$ cat config.mk
export PLATFORM = sky130hd
export DESIGN_NAME = fdhc_device_flat
export DESIGN_NICKNAME = d
export VERILOG_FILES = /design/src/pkg/fdhc_pkg.sv /design/src/pkg/fdhc_link_if.sv /design/src/rtl/fdhc_device.sv /design/src/flat_wrapper.sv
export SDC_FILE = /design/constraint.sdc
export NUM_CORES = 1
export LEC_CHECK = 0
export ABC_AREA = 1
export BUFFER_PORTS_ARGS = -buffer_cell sky130_fd_sc_hd__buf_4
export CAP_MARGIN = 20
export CORE_MARGIN = 4
export CORE_UTILIZATION = 26
export CTS_BUF_LIST = sky130_fd_sc_hd__clkbuf_8
export DETAILED_ROUTE_END_ITERATION = 10
export SYNTH_ARGS = -nofsm -noshare
export SYNTH_HDL_FRONTEND = slang
export SYNTH_SLANG_ARGS = --single-unit
$ cat constraint.sdc
create_clock -name sys_clk -period 1.7 [get_ports sys_clk]
set_input_delay 0.34 -clock sys_clk [delete_from_list [all_inputs] [get_ports sys_clk]]
set_output_delay 0.34 -clock sys_clk [all_outputs]
set_load 0.1 [all_outputs]
$ cat src/pkg/fdhc_pkg.sv
// constants shared by both ends of the flash disk host control registers
// assumes one sys_clk domain, byte addresses inside an 8 KiB window
//
// Contract
// - two fixed read-only 16-bit identification words
// - scratch byte stored, read back, resets zero
// - claim byte readable, writable, resets zero
// - host polls claim until it reads zero
// - host writes unique id, reads back, retries
// - owner writes zero to release claim
// - low swap bit set swaps data bytes
// - high swap bit mirrors low swap bit
// - byte-order resets zero; 8-bit hosts skip it
// - host follows control write with complement confirm
// - nothing between control write and its confirm
// - mode field: 00 reset, 01 normal, 10 power-down
// - unlock bit needed for mode change, reads zero
// - boot-detect flag set on boot reset, W1C
// - hard-reset flag set on pin/voltage, W1C, resets one
// - confirm write-only; control bits 7-5 read zero
// - all reads return zero in reset mode
package fdhc_pkg;

  localparam int AW = 13;
  localparam int DW = 16;

  // ----------------------------------------------------------------
  // register offsets
  // ----------------------------------------------------------------
  localparam logic [AW-1:0] A_SIG_LO   = 13'h1000;
  localparam logic [AW-1:0] A_SCRATCH  = 13'h1004;
  localparam logic [AW-1:0] A_CLAIM    = 13'h1006;
  localparam logic [AW-1:0] A_BYTE_ORD = 13'h1008;
  localparam logic [AW-1:0] A_MODE_CTL = 13'h100C;
  localparam logic [AW-1:0] A_CONFIRM  = 13'h1072;
  localparam logic [AW-1:0] A_SIG_HI   = 13'h1074;
  localparam logic [AW-1:0] A_DATA     = 13'h0800;
  // boot block: sections 0 and 3
  localparam logic [AW-1:0] A_SEC1     = 13'h0800;
  localparam logic [AW-1:0] A_SEC3     = 13'h1800;

  // signature values are arbitrary
  localparam logic [DW-1:0] SIG_LO_VAL = 16'hA5C3;
  localparam logic [DW-1:0] SIG_HI_VAL = 16'h5A3C;

  // ----------------------------------------------------------------
  // field positions
  // ----------------------------------------------------------------
  localparam int B_SWAP_LO = 0;
  localparam int B_SWAP_HI = 8;
  localparam int B_UNLOCK  = 2;
  localparam int B_BOOT    = 3;
  localparam int B_HARD    = 4;

  localparam logic [1:0] MODE_RESET  = 2'h0;
  localparam logic [1:0] MODE_NORMAL = 2'h1;
  localparam logic [1:0] MODE_DPD    = 2'h2;
  localparam logic [1:0] MODE_BAD    = 2'h3;

  // ----------------------------------------------------------------
  // host controller own register map and commands
  // ----------------------------------------------------------------
  localparam logic [2:0] HR_ADDR = 3'h0;
  localparam logic [2:0] HR_DATA = 3'h1;
  localparam logic [2:0] HR_CMD  = 3'h2;
  localparam logic [2:0] HR_STAT = 3'h3;
  localparam logic [2:0] HR_ID   = 3'h4;

  localparam logic [2:0] OP_READ    = 3'h1;
  localparam logic [2:0] OP_WRITE   = 3'h2;
  localparam logic [2:0] OP_MODE    = 3'h3;
  localparam logic [2:0] OP_CLAIM   = 3'h4;
  localparam logic [2:0] OP_RELEASE = 3'h5;

  localparam logic [7:0] BYTE_ZERO = 8'h00;
  localparam logic [DW-1:0] WORD_ZERO = 16'h0000;

endpackage

$ cat src/pkg/fdhc_link_if.sv
// memory-mapped host bus between host cpu end and device register end
// assumes both ends on sys_clk; read data stands the cycle after re
`timescale 1ns/1ns
interface fdhc_link_if;
  import fdhc_pkg::*;

  logic [AW-1:0] addr;
  logic [DW-1:0] wdata;
  logic          we;
  logic          re;
  logic [DW-1:0] rdata;

  modport dev
  (
    input  addr,
    input  wdata,
    input  we,
    input  re,
    output rdata
  );

  modport host
  (
    output addr,
    output wdata,
    output we,
    output re,
    input  rdata
  );

endinterface

$ cat src/rtl/fdhc_device.sv
// device end: identification, scratch, claim, byte order, mode control
// assumes a host on fdhc_link_if.dev; reset_input_n and volt_detect pass two-flop synchronisers, boot_detect does not
`timescale 1ns/1ns
module fdhc_device
  import fdhc_pkg::*;
(
  // clock and reset
  input  wire logic              sys_clk,
  input  wire logic              rstn,
  // host link
  fdhc_link_if.dev               link,
  // reset sources
  input  wire logic              reset_input_n,
  input  wire logic              volt_detect,
  input  wire logic              boot_detect,
  // flash data path
  input  wire logic [fdhc_pkg::DW-1:0] flash_rdata,
  output logic      [fdhc_pkg::DW-1:0] flash_wdata,
  output logic                   flash_wr,
  // operating state
  output logic      [1:0]        op_mode,
  output logic                   byte_swap_en
);
  import fdhc_pkg::*;

  typedef struct packed {
    logic [DW-1:0] rdata;
    logic [7:0]    scratch;
    logic [7:0]    claim;
    logic          low_byte_swap_en;
    logic          high_byte_swap_en;
    logic          swap;
    logic [1:0]    mode;
    logic          boot_detect_flag;
    logic          hard_reset_flag;
    logic          pend_vld;
    logic [7:0]    pend;
    logic [1:0]    pin_sync;
    logic [1:0]    volt_sync;
    logic [DW-1:0] fwdata;
    logic          fwr;
  } fdhc_dev_st_t;

  fdhc_dev_st_t st;
  fdhc_dev_st_t next_st;

  // ----------------------------------------------------------------
  // next state
  // ----------------------------------------------------------------
  always_comb
  begin
    logic          boot_blk;
    logic          hard_evt;
    logic          commit;
    logic [DW-1:0] swapped_rd;
    logic [DW-1:0] swapped_wr;
    logic [DW-1:0] rd;
    boot_blk   = (link.addr < A_SEC1) || (link.addr >= A_SEC3);
    hard_evt   = 1'b0;
    commit     = 1'b0;
    swapped_rd = flash_rdata;
    swapped_wr = link.wdata;
    rd         = WORD_ZERO;
    next_st    = st;
    next_st.fwr = 1'b0;

    // only the second flop of each synchroniser is read
    next_st.pin_sync  = {st.pin_sync[0], reset_input_n};
    next_st.volt_sync = {st.volt_sync[0], volt_detect};
    hard_evt = !st.pin_sync[1] || st.volt_sync[1];

    if (st.swap)
    begin
      swapped_rd = {flash_rdata[7:0], flash_rdata[15:8]};
      swapped_wr = {link.wdata[7:0], link.wdata[15:8]};
    end

    // ----------------------------------------------------------------
    // reads, answered one cycle later
    // ----------------------------------------------------------------
    if (link.re && (st.mode != MODE_RESET))
    begin
      unique case (link.addr)
        A_SIG_LO:   rd = SIG_LO_VAL;
        A_SIG_HI:   rd = SIG_HI_VAL;
        A_SCRATCH:  rd = {8'h00, st.scratch};
        A_CLAIM:    rd = {8'h00, st.claim};
        A_BYTE_ORD: rd = {7'h00, st.high_byte_swap_en, 7'h00, st.low_byte_swap_en};
        // unlock bit and bits 7-5 read zero
        A_MODE_CTL: rd = {11'h000, st.hard_reset_flag, st.boot_detect_flag, 1'b0, st.mode};
        A_DATA:     rd = swapped_rd;
        // confirm register is write-only
        default:    rd = WORD_ZERO;
      endcase
    end
    next_st.rdata = rd;

    // ----------------------------------------------------------------
    // plain register writes
    // ----------------------------------------------------------------
    if (link.we)
    begin
      unique case (link.addr)
        A_SCRATCH:  next_st.scratch = link.wdata[7:0];
        A_CLAIM:    next_st.claim = link.wdata[7:0];
        A_BYTE_ORD:
        begin
          next_st.low_byte_swap_en  = link.wdata[B_SWAP_LO];
          next_st.high_byte_swap_en = link.wdata[B_SWAP_HI];
        end
        A_DATA:
        begin
          next_st.fwdata = swapped_wr;
          next_st.fwr    = 1'b1;
        end
        default:    next_st.fwr = 1'b0;
      endcase
    end

    // ----------------------------------------------------------------
    // control write and confirmation pairing
    // ----------------------------------------------------------------
    // a boot block read may sit between the pair; any other access kills it
    if (st.pend_vld && (link.we || (link.re && !boot_blk)))
    begin
      next_st.pend_vld = 1'b0;
      commit = link.we && (link.addr == A_CONFIRM) && (link.wdata[7:0] == ~st.pend);
    end
    if (link.we && (link.addr == A_MODE_CTL))
    begin
      next_st.pend     = link.wdata[7:0];
      next_st.pend_vld = 1'b1;
    end
    if (commit)
    begin
      // mode moves only with unlock; the unused code is refused
      if (st.pend[B_UNLOCK] && (st.pend[1:0] != MODE_BAD))
        next_st.mode = st.pend[1:0];
      if (st.pend[B_BOOT])
        next_st.boot_detect_flag = 1'b0;
      if (st.pend[B_HARD])
        next_st.hard_reset_flag = 1'b0;
    end

    // ----------------------------------------------------------------
    // reset mode entry; a set beats a same-cycle clear
    // ----------------------------------------------------------------
    if (boot_detect || hard_evt)
    begin
      next_st.mode              = MODE_RESET;
      next_st.pend_vld          = 1'b0;
      next_st.scratch           = BYTE_ZERO;
      next_st.claim             = BYTE_ZERO;
      next_st.low_byte_swap_en  = 1'b0;
      next_st.high_byte_swap_en = 1'b0;
    end
    if (boot_detect)
      next_st.boot_detect_flag = 1'b1;
    if (hard_evt)
      next_st.hard_reset_flag = 1'b1;

    // either mirrored bit enables, so host endianness does not matter
    next_st.swap = next_st.low_byte_swap_en || next_st.high_byte_swap_en;

    if (!rstn)
    begin
      next_st                 = '0;
      next_st.mode            = MODE_RESET;
      next_st.hard_reset_flag = 1'b1;
      next_st.pin_sync        = 2'h3;
    end
  end

  // ----------------------------------------------------------------
  // state register
  // ----------------------------------------------------------------
  always_ff @(posedge sys_clk)
  begin
    st <= next_st;
  end

  assign link.rdata   = st.rdata;
  assign flash_wdata  = st.fwdata;
  assign flash_wr     = st.fwr;
  assign op_mode      = st.mode;
  assign byte_swap_en = st.swap;

endmodule

$ cat src/flat_wrapper.sv
// flat-port wrapper written by rule: the top's interface ports become plain ports
module fdhc_device_flat import fdhc_pkg::*;
  (sys_clk, rstn, reset_input_n, volt_detect, boot_detect, flash_rdata, flash_wdata, flash_wr, op_mode, byte_swap_en, link_addr, link_wdata, link_we, link_re, link_rdata);
  fdhc_link_if link_i ();
  input  wire logic sys_clk;
  input  wire logic rstn;
  input  wire logic reset_input_n;
  input  wire logic volt_detect;
  input  wire logic boot_detect;
  input  wire logic [fdhc_pkg::DW-1:0] flash_rdata;
  output logic      [fdhc_pkg::DW-1:0] flash_wdata;
  output logic flash_wr;
  output logic      [1:0] op_mode;
  output logic byte_swap_en;
  input wire logic [$bits(link_i.addr)-1:0] link_addr;
  input wire logic [$bits(link_i.wdata)-1:0] link_wdata;
  input wire logic [$bits(link_i.we)-1:0] link_we;
  input wire logic [$bits(link_i.re)-1:0] link_re;
  output wire logic [$bits(link_i.rdata)-1:0] link_rdata;
  assign link_i.addr = link_addr;
  assign link_i.wdata = link_wdata;
  assign link_i.we = link_we;
  assign link_i.re = link_re;
  assign link_rdata = link_i.rdata;
  fdhc_device u_core (.sys_clk(sys_clk), .rstn(rstn), .link(link_i), .reset_input_n(reset_input_n), .volt_detect(volt_detect), .boot_detect(boot_detect), .flash_rdata(flash_rdata), .flash_wdata(flash_wdata), .flash_wr(flash_wr), .op_mode(op_mode), .byte_swap_en(byte_swap_en));
endmodule
==> results of run 1 <==
[through the flow]
stage               cells  setup WS (ns)  power [mW]  hold slack, ns  util, %
floorplan             540          0.129        1.76           0.390        -
global placement      767        -0.0101        1.93           0.396     32.0
detailed placement    767        -0.0295        1.93           0.401     32.0
CTS                   783          0.113        3.10           0.147     33.3
global route          783         0.0641        3.18           0.159     33.3
finish                783          0.141        3.05           0.171     33.3
[synth_stat cells (2+ instances only)]
| cell type | count | area, um^2 |
|---|---|---|
| o21ai_0 | 69 | 345 |
| buf_2 | 9 | 45.0 |
| o211ai_1 | 2 | 15.0 |
| nor2_4 | 2 | 22.5 |
| nand2_1 | 83 | 312 |
| clkbuf_1 | 7 | 26.3 |
| nand4_1 | 2 | 12.5 |
| o31ai_1 | 3 | 22.5 |
| nor2_2 | 2 | 12.5 |
| buf_4 | 36 | 270 |
| or2_2 | 2 | 12.5 |
| dfxtp_1 | 69 | 1380 |
| nor2_1 | 76 | 285 |
| inv_1 | 82 | 308 |
| a21oi_1 | 50 | 250 |
| nand3_1 | 34 | 170 |
| buf_6 | 2 | 22.5 |
| nor3_1 | 2 | 10.0 |
[cell families after synthesis]
group	count (synthesis)	synth area share, %
and+or+nand+nor	207	24.3
buffers and inverters	139	19.1
AOI/OAI and AO/OA	125	17.9
DFF	69	38.6
[state kept, by name (all words and copies together) (netlist names)]
register / flops
u_core.st: 33
u_core.link.rdata: 16
u_core.flash_wdata: 16
u_core.byte_swap_en: 1
u_core.flash_wr: 1
u_core.op_mode: 2
[path summary, 6_finish.rpt]
path	start	endpoint	slack, ns	cells past startpoint
worst max-delay path	u_core.byte_swap_en	byte_swap_en	0.14	1
worst min-delay path	volt_detect	u_core.st[17]	0.17	3
worst max register to register	u_core.byte_swap_en	u_core.link.rdata[3]	0.24	8
worst min register to register	u_core.st[19]	u_core.st[20]	0.42	1
[metal layers]
layer	wire, um	GRT usage (%)	part of all wire (%)	vias up
met1	4420	16.2	45	1461
li1	-	-	-	1783
met3	566	3.97	5.7	11
met4	176	4.59	1.8	0
met5	0	0	0	-
met2	4740	21.0	48	74
[layout make-up]
type                       count  area, um^2  area share [%]
timing repair buffer         106         846            19.1
clock inverter                 6        25.0           0.564
tap                          176         220            4.96
inverter                      84         315            7.10
clock buffer                  10         138            3.10
sequential                    69        1390            31.2
multi-input combinational    332        1510            34.0
[where the power goes]
part / total [mW] / switching [mW] / internal, mW
combinational: 0.267 / 0.137 / 0.130
clock: 1.16 / 0.614 / 0.544
sequential: 1.62 / 0.00183 / 1.62
total: 3.05 / 0.753 / 2.29
==> results.ini, run 1 <==
[run_status]
status = finished, final reports clean

[clock_network]
cts-hold-fix-buffers = 0
clkLatencyLatePin_ns = 0.35
clk_pin_slew_worst_paths_ns = 0.07
cts_buffers = 9
post-cts-setup-buffer-count = 0
root_buffer = clkbuf_8
cts_resized = 0
cts_num_sinks = 69
htreeDepth = 3
cts_buffer_depth = 2
cts_tree = done

[cells_and_area]
nFillCells = 1507
diodes = 0
final_common_cell = buf_4
layout_common_cells = buf_4, inv_1, nand2_1, nor2_1, o21ai_0
drive_gt1_share_pct = 21.3
stdcell_area_um2 = 4440
synthToLayoutAreaGrowth_pct = 24.2
nNetsFinal = 654

[sta]
fmax_mhz = 642
setup-tns-final_ns = 0
drv_slew = 0
tightest_slew_ns = 0.324
finalCritPeriodShare_pct = 91.7
hold_viol = 0
finalClockSkew_ns = 0.00853
fin_crit_ns = 1.56
rsz0062_at_grt = no
setup_viol = 0
relSlewSlack_pct = 78.4

[placement]
place.detailed.hpwl_um = 7650
postPlaceCellArea_um2 = 4280
portBuffers = 87
globalplace.congestion = 0.791

[route]
vias = 3329
drtIter0Drc = 285
viasPerCell = 4.25
wirelength_um = 9900
drc = 0
drtAntennaViolNets = 0
wl_per_cell_um = 12.6
drt_pass1_iterations = 4

[floorplan]
dieArea_um2 = 15700
start_util_pct = 26.8
io_pins = 88
coreArea_um2 = 13300
die_w_um = 125
fp.dieH_um = 125
rows = 42

[flow_run]
drv_cap = 0

[critical_path]
path_delay_family = flip-flops
crit_arrival_ns = 1.22
path_buf_inv = 1
slowest_delay_ns = 0.51
cp-end-kind = output pin
critPathLaunchType = flop
cpMaxStageDelayCell = dfxtp_4
cp_max_fo = 26
cp_cell_sequence = buf_4
required_ns = 1.36
crit_type = flop to output pin

[grt]
grt_usage_pct = 12.9
grt_max_degree = 34
grt_pass1_vias = 3142
gr-total-overflow = 0
antenna_found_initial = 0
grt_pass1_wl_um = 16000

[synthesis]
synth-seq-area-share_pct = 38.6
synthArstFlopShare_pct = 0
synth-edff-count = 0
synth_flop_cell = dfxtp_1
synthesis.nets = 592
avgSynthCellArea_um2 = 6.62
synth_seq_cells = 69
synth_cells = 540
yosys_warnings = 0
syn_area_um2 = 3570
synth.distinct_cells = 26

[power_and_ir_drop]
p_leak_nw = 1.97
max-vdd-ir-drop_v = 0.000368
powerDensity_nw_per_um2 = 686

[min_path]
hp-class = input pin to flop

Note: power is estimated with default switching activity, not from simulation.
==> run 2: changes to the inputs <==
- CORE_UTILIZATION: 26 -> 45
- PLACE_DENSITY: unset -> 0.69
==> results.ini, run 2 (same netlist as run 1, synthesis figures left out) <==
[route]
wl_per_cell_um = 12.3  ; -3.1%
drt_pass1_iterations = 4  ; unchanged
wirelength_um = 8660  ; -13%
drtAntennaViolNets = 0  ; unchanged
drc = 0  ; unchanged
drtIter0Drc = 159  ; -44%
viasPerCell = 4.80  ; +13%
vias = 3393  ; +1.9%

[clock_network]
clkLatencyLatePin_ns = 0.34  ; about the same
htreeDepth = 3  ; unchanged
cts-hold-fix-buffers = 0  ; unchanged
cts_num_sinks = 69  ; unchanged
cts_buffers = 9  ; unchanged
clk_pin_slew_worst_paths_ns = 0.07  ; about the same
root_buffer = clkbuf_8
cts_buffer_depth = 2  ; unchanged
cts_tree = done

[placement]
portBuffers = 87  ; unchanged
place.detailed.hpwl_um = 6780  ; -11%
globalplace.congestion = 0.872  ; +10%
postPlaceCellArea_um2 = 4140  ; -3.1%

[min_path]
hold_path_depth = 2  ; -1
hp-start = reset_input_n
worstHoldEndpoint = u_core.st[19]
hp-class = input pin to flop

[floorplan]
rows = 32  ; -24%
start_util_pct = 46.3  ; +19 points
fp.dieH_um = 97.1  ; -22%
io_pins = 88  ; unchanged
dieArea_um2 = 9430  ; -40%
die_w_um = 97.1  ; -22%
coreArea_um2 = 7730  ; -42%

[critical_path]
reg2reg_depth = 5  ; -3
required_ns = 1.36  ; about the same
crit_type = flop to output pin
critPathLaunchType = flop
cp-end-kind = output pin
reg2reg_to = u_core.flash_wdata[11]
crit_arrival_ns = 1.21  ; about the same
cp_max_fo = 37  ; +42%
timing.rr.start = u_core.byte_swap_en
ff2ff_setup_slack_ns = 0.29  ; +0.05 ns

[sta]
setup_viol = 0  ; unchanged
fin_crit_ns = 1.55  ; -0.00983 ns
relSlewSlack_pct = 71.6  ; -6.8 points
hold_viol = 0  ; unchanged
setup-tns-final_ns = 0  ; unchanged
finalClockSkew_ns = 0.00995  ; +0.00142 ns
tightest_slew_ns = 0.425  ; +0.101 ns
drv_slew = 0  ; unchanged
finalCritPeriodShare_pct = 91.1  ; -0.58 points
rsz0062_at_grt = no
fmax_mhz = 646  ; +0.63%

[grt]
grt_usage_pct = 18.4  ; +5.5 points
grt_max_degree = 38  ; +12%
gr-total-overflow = 0  ; unchanged
grt_pass1_vias = 3181  ; +1.2%
antenna_found_initial = 0  ; unchanged
grt_pass1_wl_um = 14400  ; -10%

[cells_and_area]
final_common_cell = buf_4
nNetsFinal = 652  ; -0.31%
layout_common_cells = buf_4, inv_1, nand2_1, nor2_1, o21ai_0
diodes = 0  ; unchanged
synthToLayoutAreaGrowth_pct = 22.1
drive_gt1_share_pct = 21.5  ; +0.24 points
largest_reg_flops = 33  ; unchanged
stdcell_area_um2 = 4360  ; -1.7%
largest-register = u_core.st

[power_and_ir_drop]
p_leak_nw = 1.96  ; -0.43%
internal_power_mw = 2.54  ; +11%
max-vdd-ir-drop_v = 0.000494  ; +34%
p_comb_share_pct = 7.8  ; -1.0 points
power_frac_clock_pct = 42.6  ; +4.6 points
seq_power_share_pct = 49.5  ; -3.7 points
powerDensity_nw_per_um2 = 751  ; +9.4%
p_sw_share_pct = 22.5  ; -2.2 points
switchingPower_uw = 738  ; -2.0%

[run_status]
status = finished, final reports clean

[flow_run]
drv_cap = 0  ; unchanged

==> run 2: changes by cell type in the layout (fill, tap and decap cells not counted), sizes merged <==
| cell | change |
|---|---|
| inv | -3 |
| bufinv | +1 |
| clkinv | -1 |
| clkinvlp | +1 |
| clkbuf | +2 |
| buf | -2 |
==> run 2: metrics by stage <==
stage                     power, mW  setup WS (ns)  hold slack [ns]  std cells  utilization (%)
after floorplan                1.76          0.129            0.390        540                -
after global placement         1.91         0.0116            0.398        691             53.6
after detailed placement       1.92        0.00723            0.404        691             53.6
after CTS                      3.31         0.0570            0.172        707             56.4
after global routing           3.40         0.0891            0.182        707             56.5
final                          3.27          0.151            0.185        707             56.5
==> run 2: timing repair <==
action	in CTS	in global routing
gates resized for setup	1	1
buffers inserted	0	0
endpoints found under the setup margin	1	1
==> run 2: layout make-up <==
type	count	area (um^2)
clock buffer	12	165
clock inverter	4	46.3
fill	766	3360
inverter	84	315
multi-input combinational	332	1510
sequential	69	1390
tap	102	128
timing repair buffer	104	813
==> run 2: worst max-delay path by stage <==
stage | from | to | slack, ns | cells past startpoint
final | u_core.byte_swap_en | byte_swap_en | 0.15 | 2
after global routing | u_core.byte_swap_en | byte_swap_en | 0.09 | 2
after CTS | u_core.byte_swap_en | byte_swap_en | 0.06 | 2
after detailed placement | link_addr[11] | u_core.st[40] | 0.007 | 8
after global placement | link_addr[1] | u_core.link.rdata[15] | 0.01 | 8
after floorplan | u_core.byte_swap_en | u_core.flash_wdata[10] | 0.13 | 7
==> run 2: metal layers <==
layer	wire length (um)	global-route usage, %	share of wire [%]
met4	171	6.26	2.0
met1	3810	23.3	44
met5	0	0	0
met2	4170	30.8	48
met3	505	4.38	5.8
==> run 2: power by group through the flow <==
stage	Combinational [mW]	Sequential, mW	Clock [mW]
floorplan	0.106	1.66	0
global placement	0.254	1.66	0
global route	0.290	1.62	1.49
detailed placement	0.258	1.66	0
finish	0.257	1.62	1.40
CTS	0.259	1.62	1.42
==> run 2: worst max-delay path, cell delays in order, from the launching register on <==
cell     delay (ns)
dfxtp_4        0.36
buf_6          0.24
buf_6          0.27
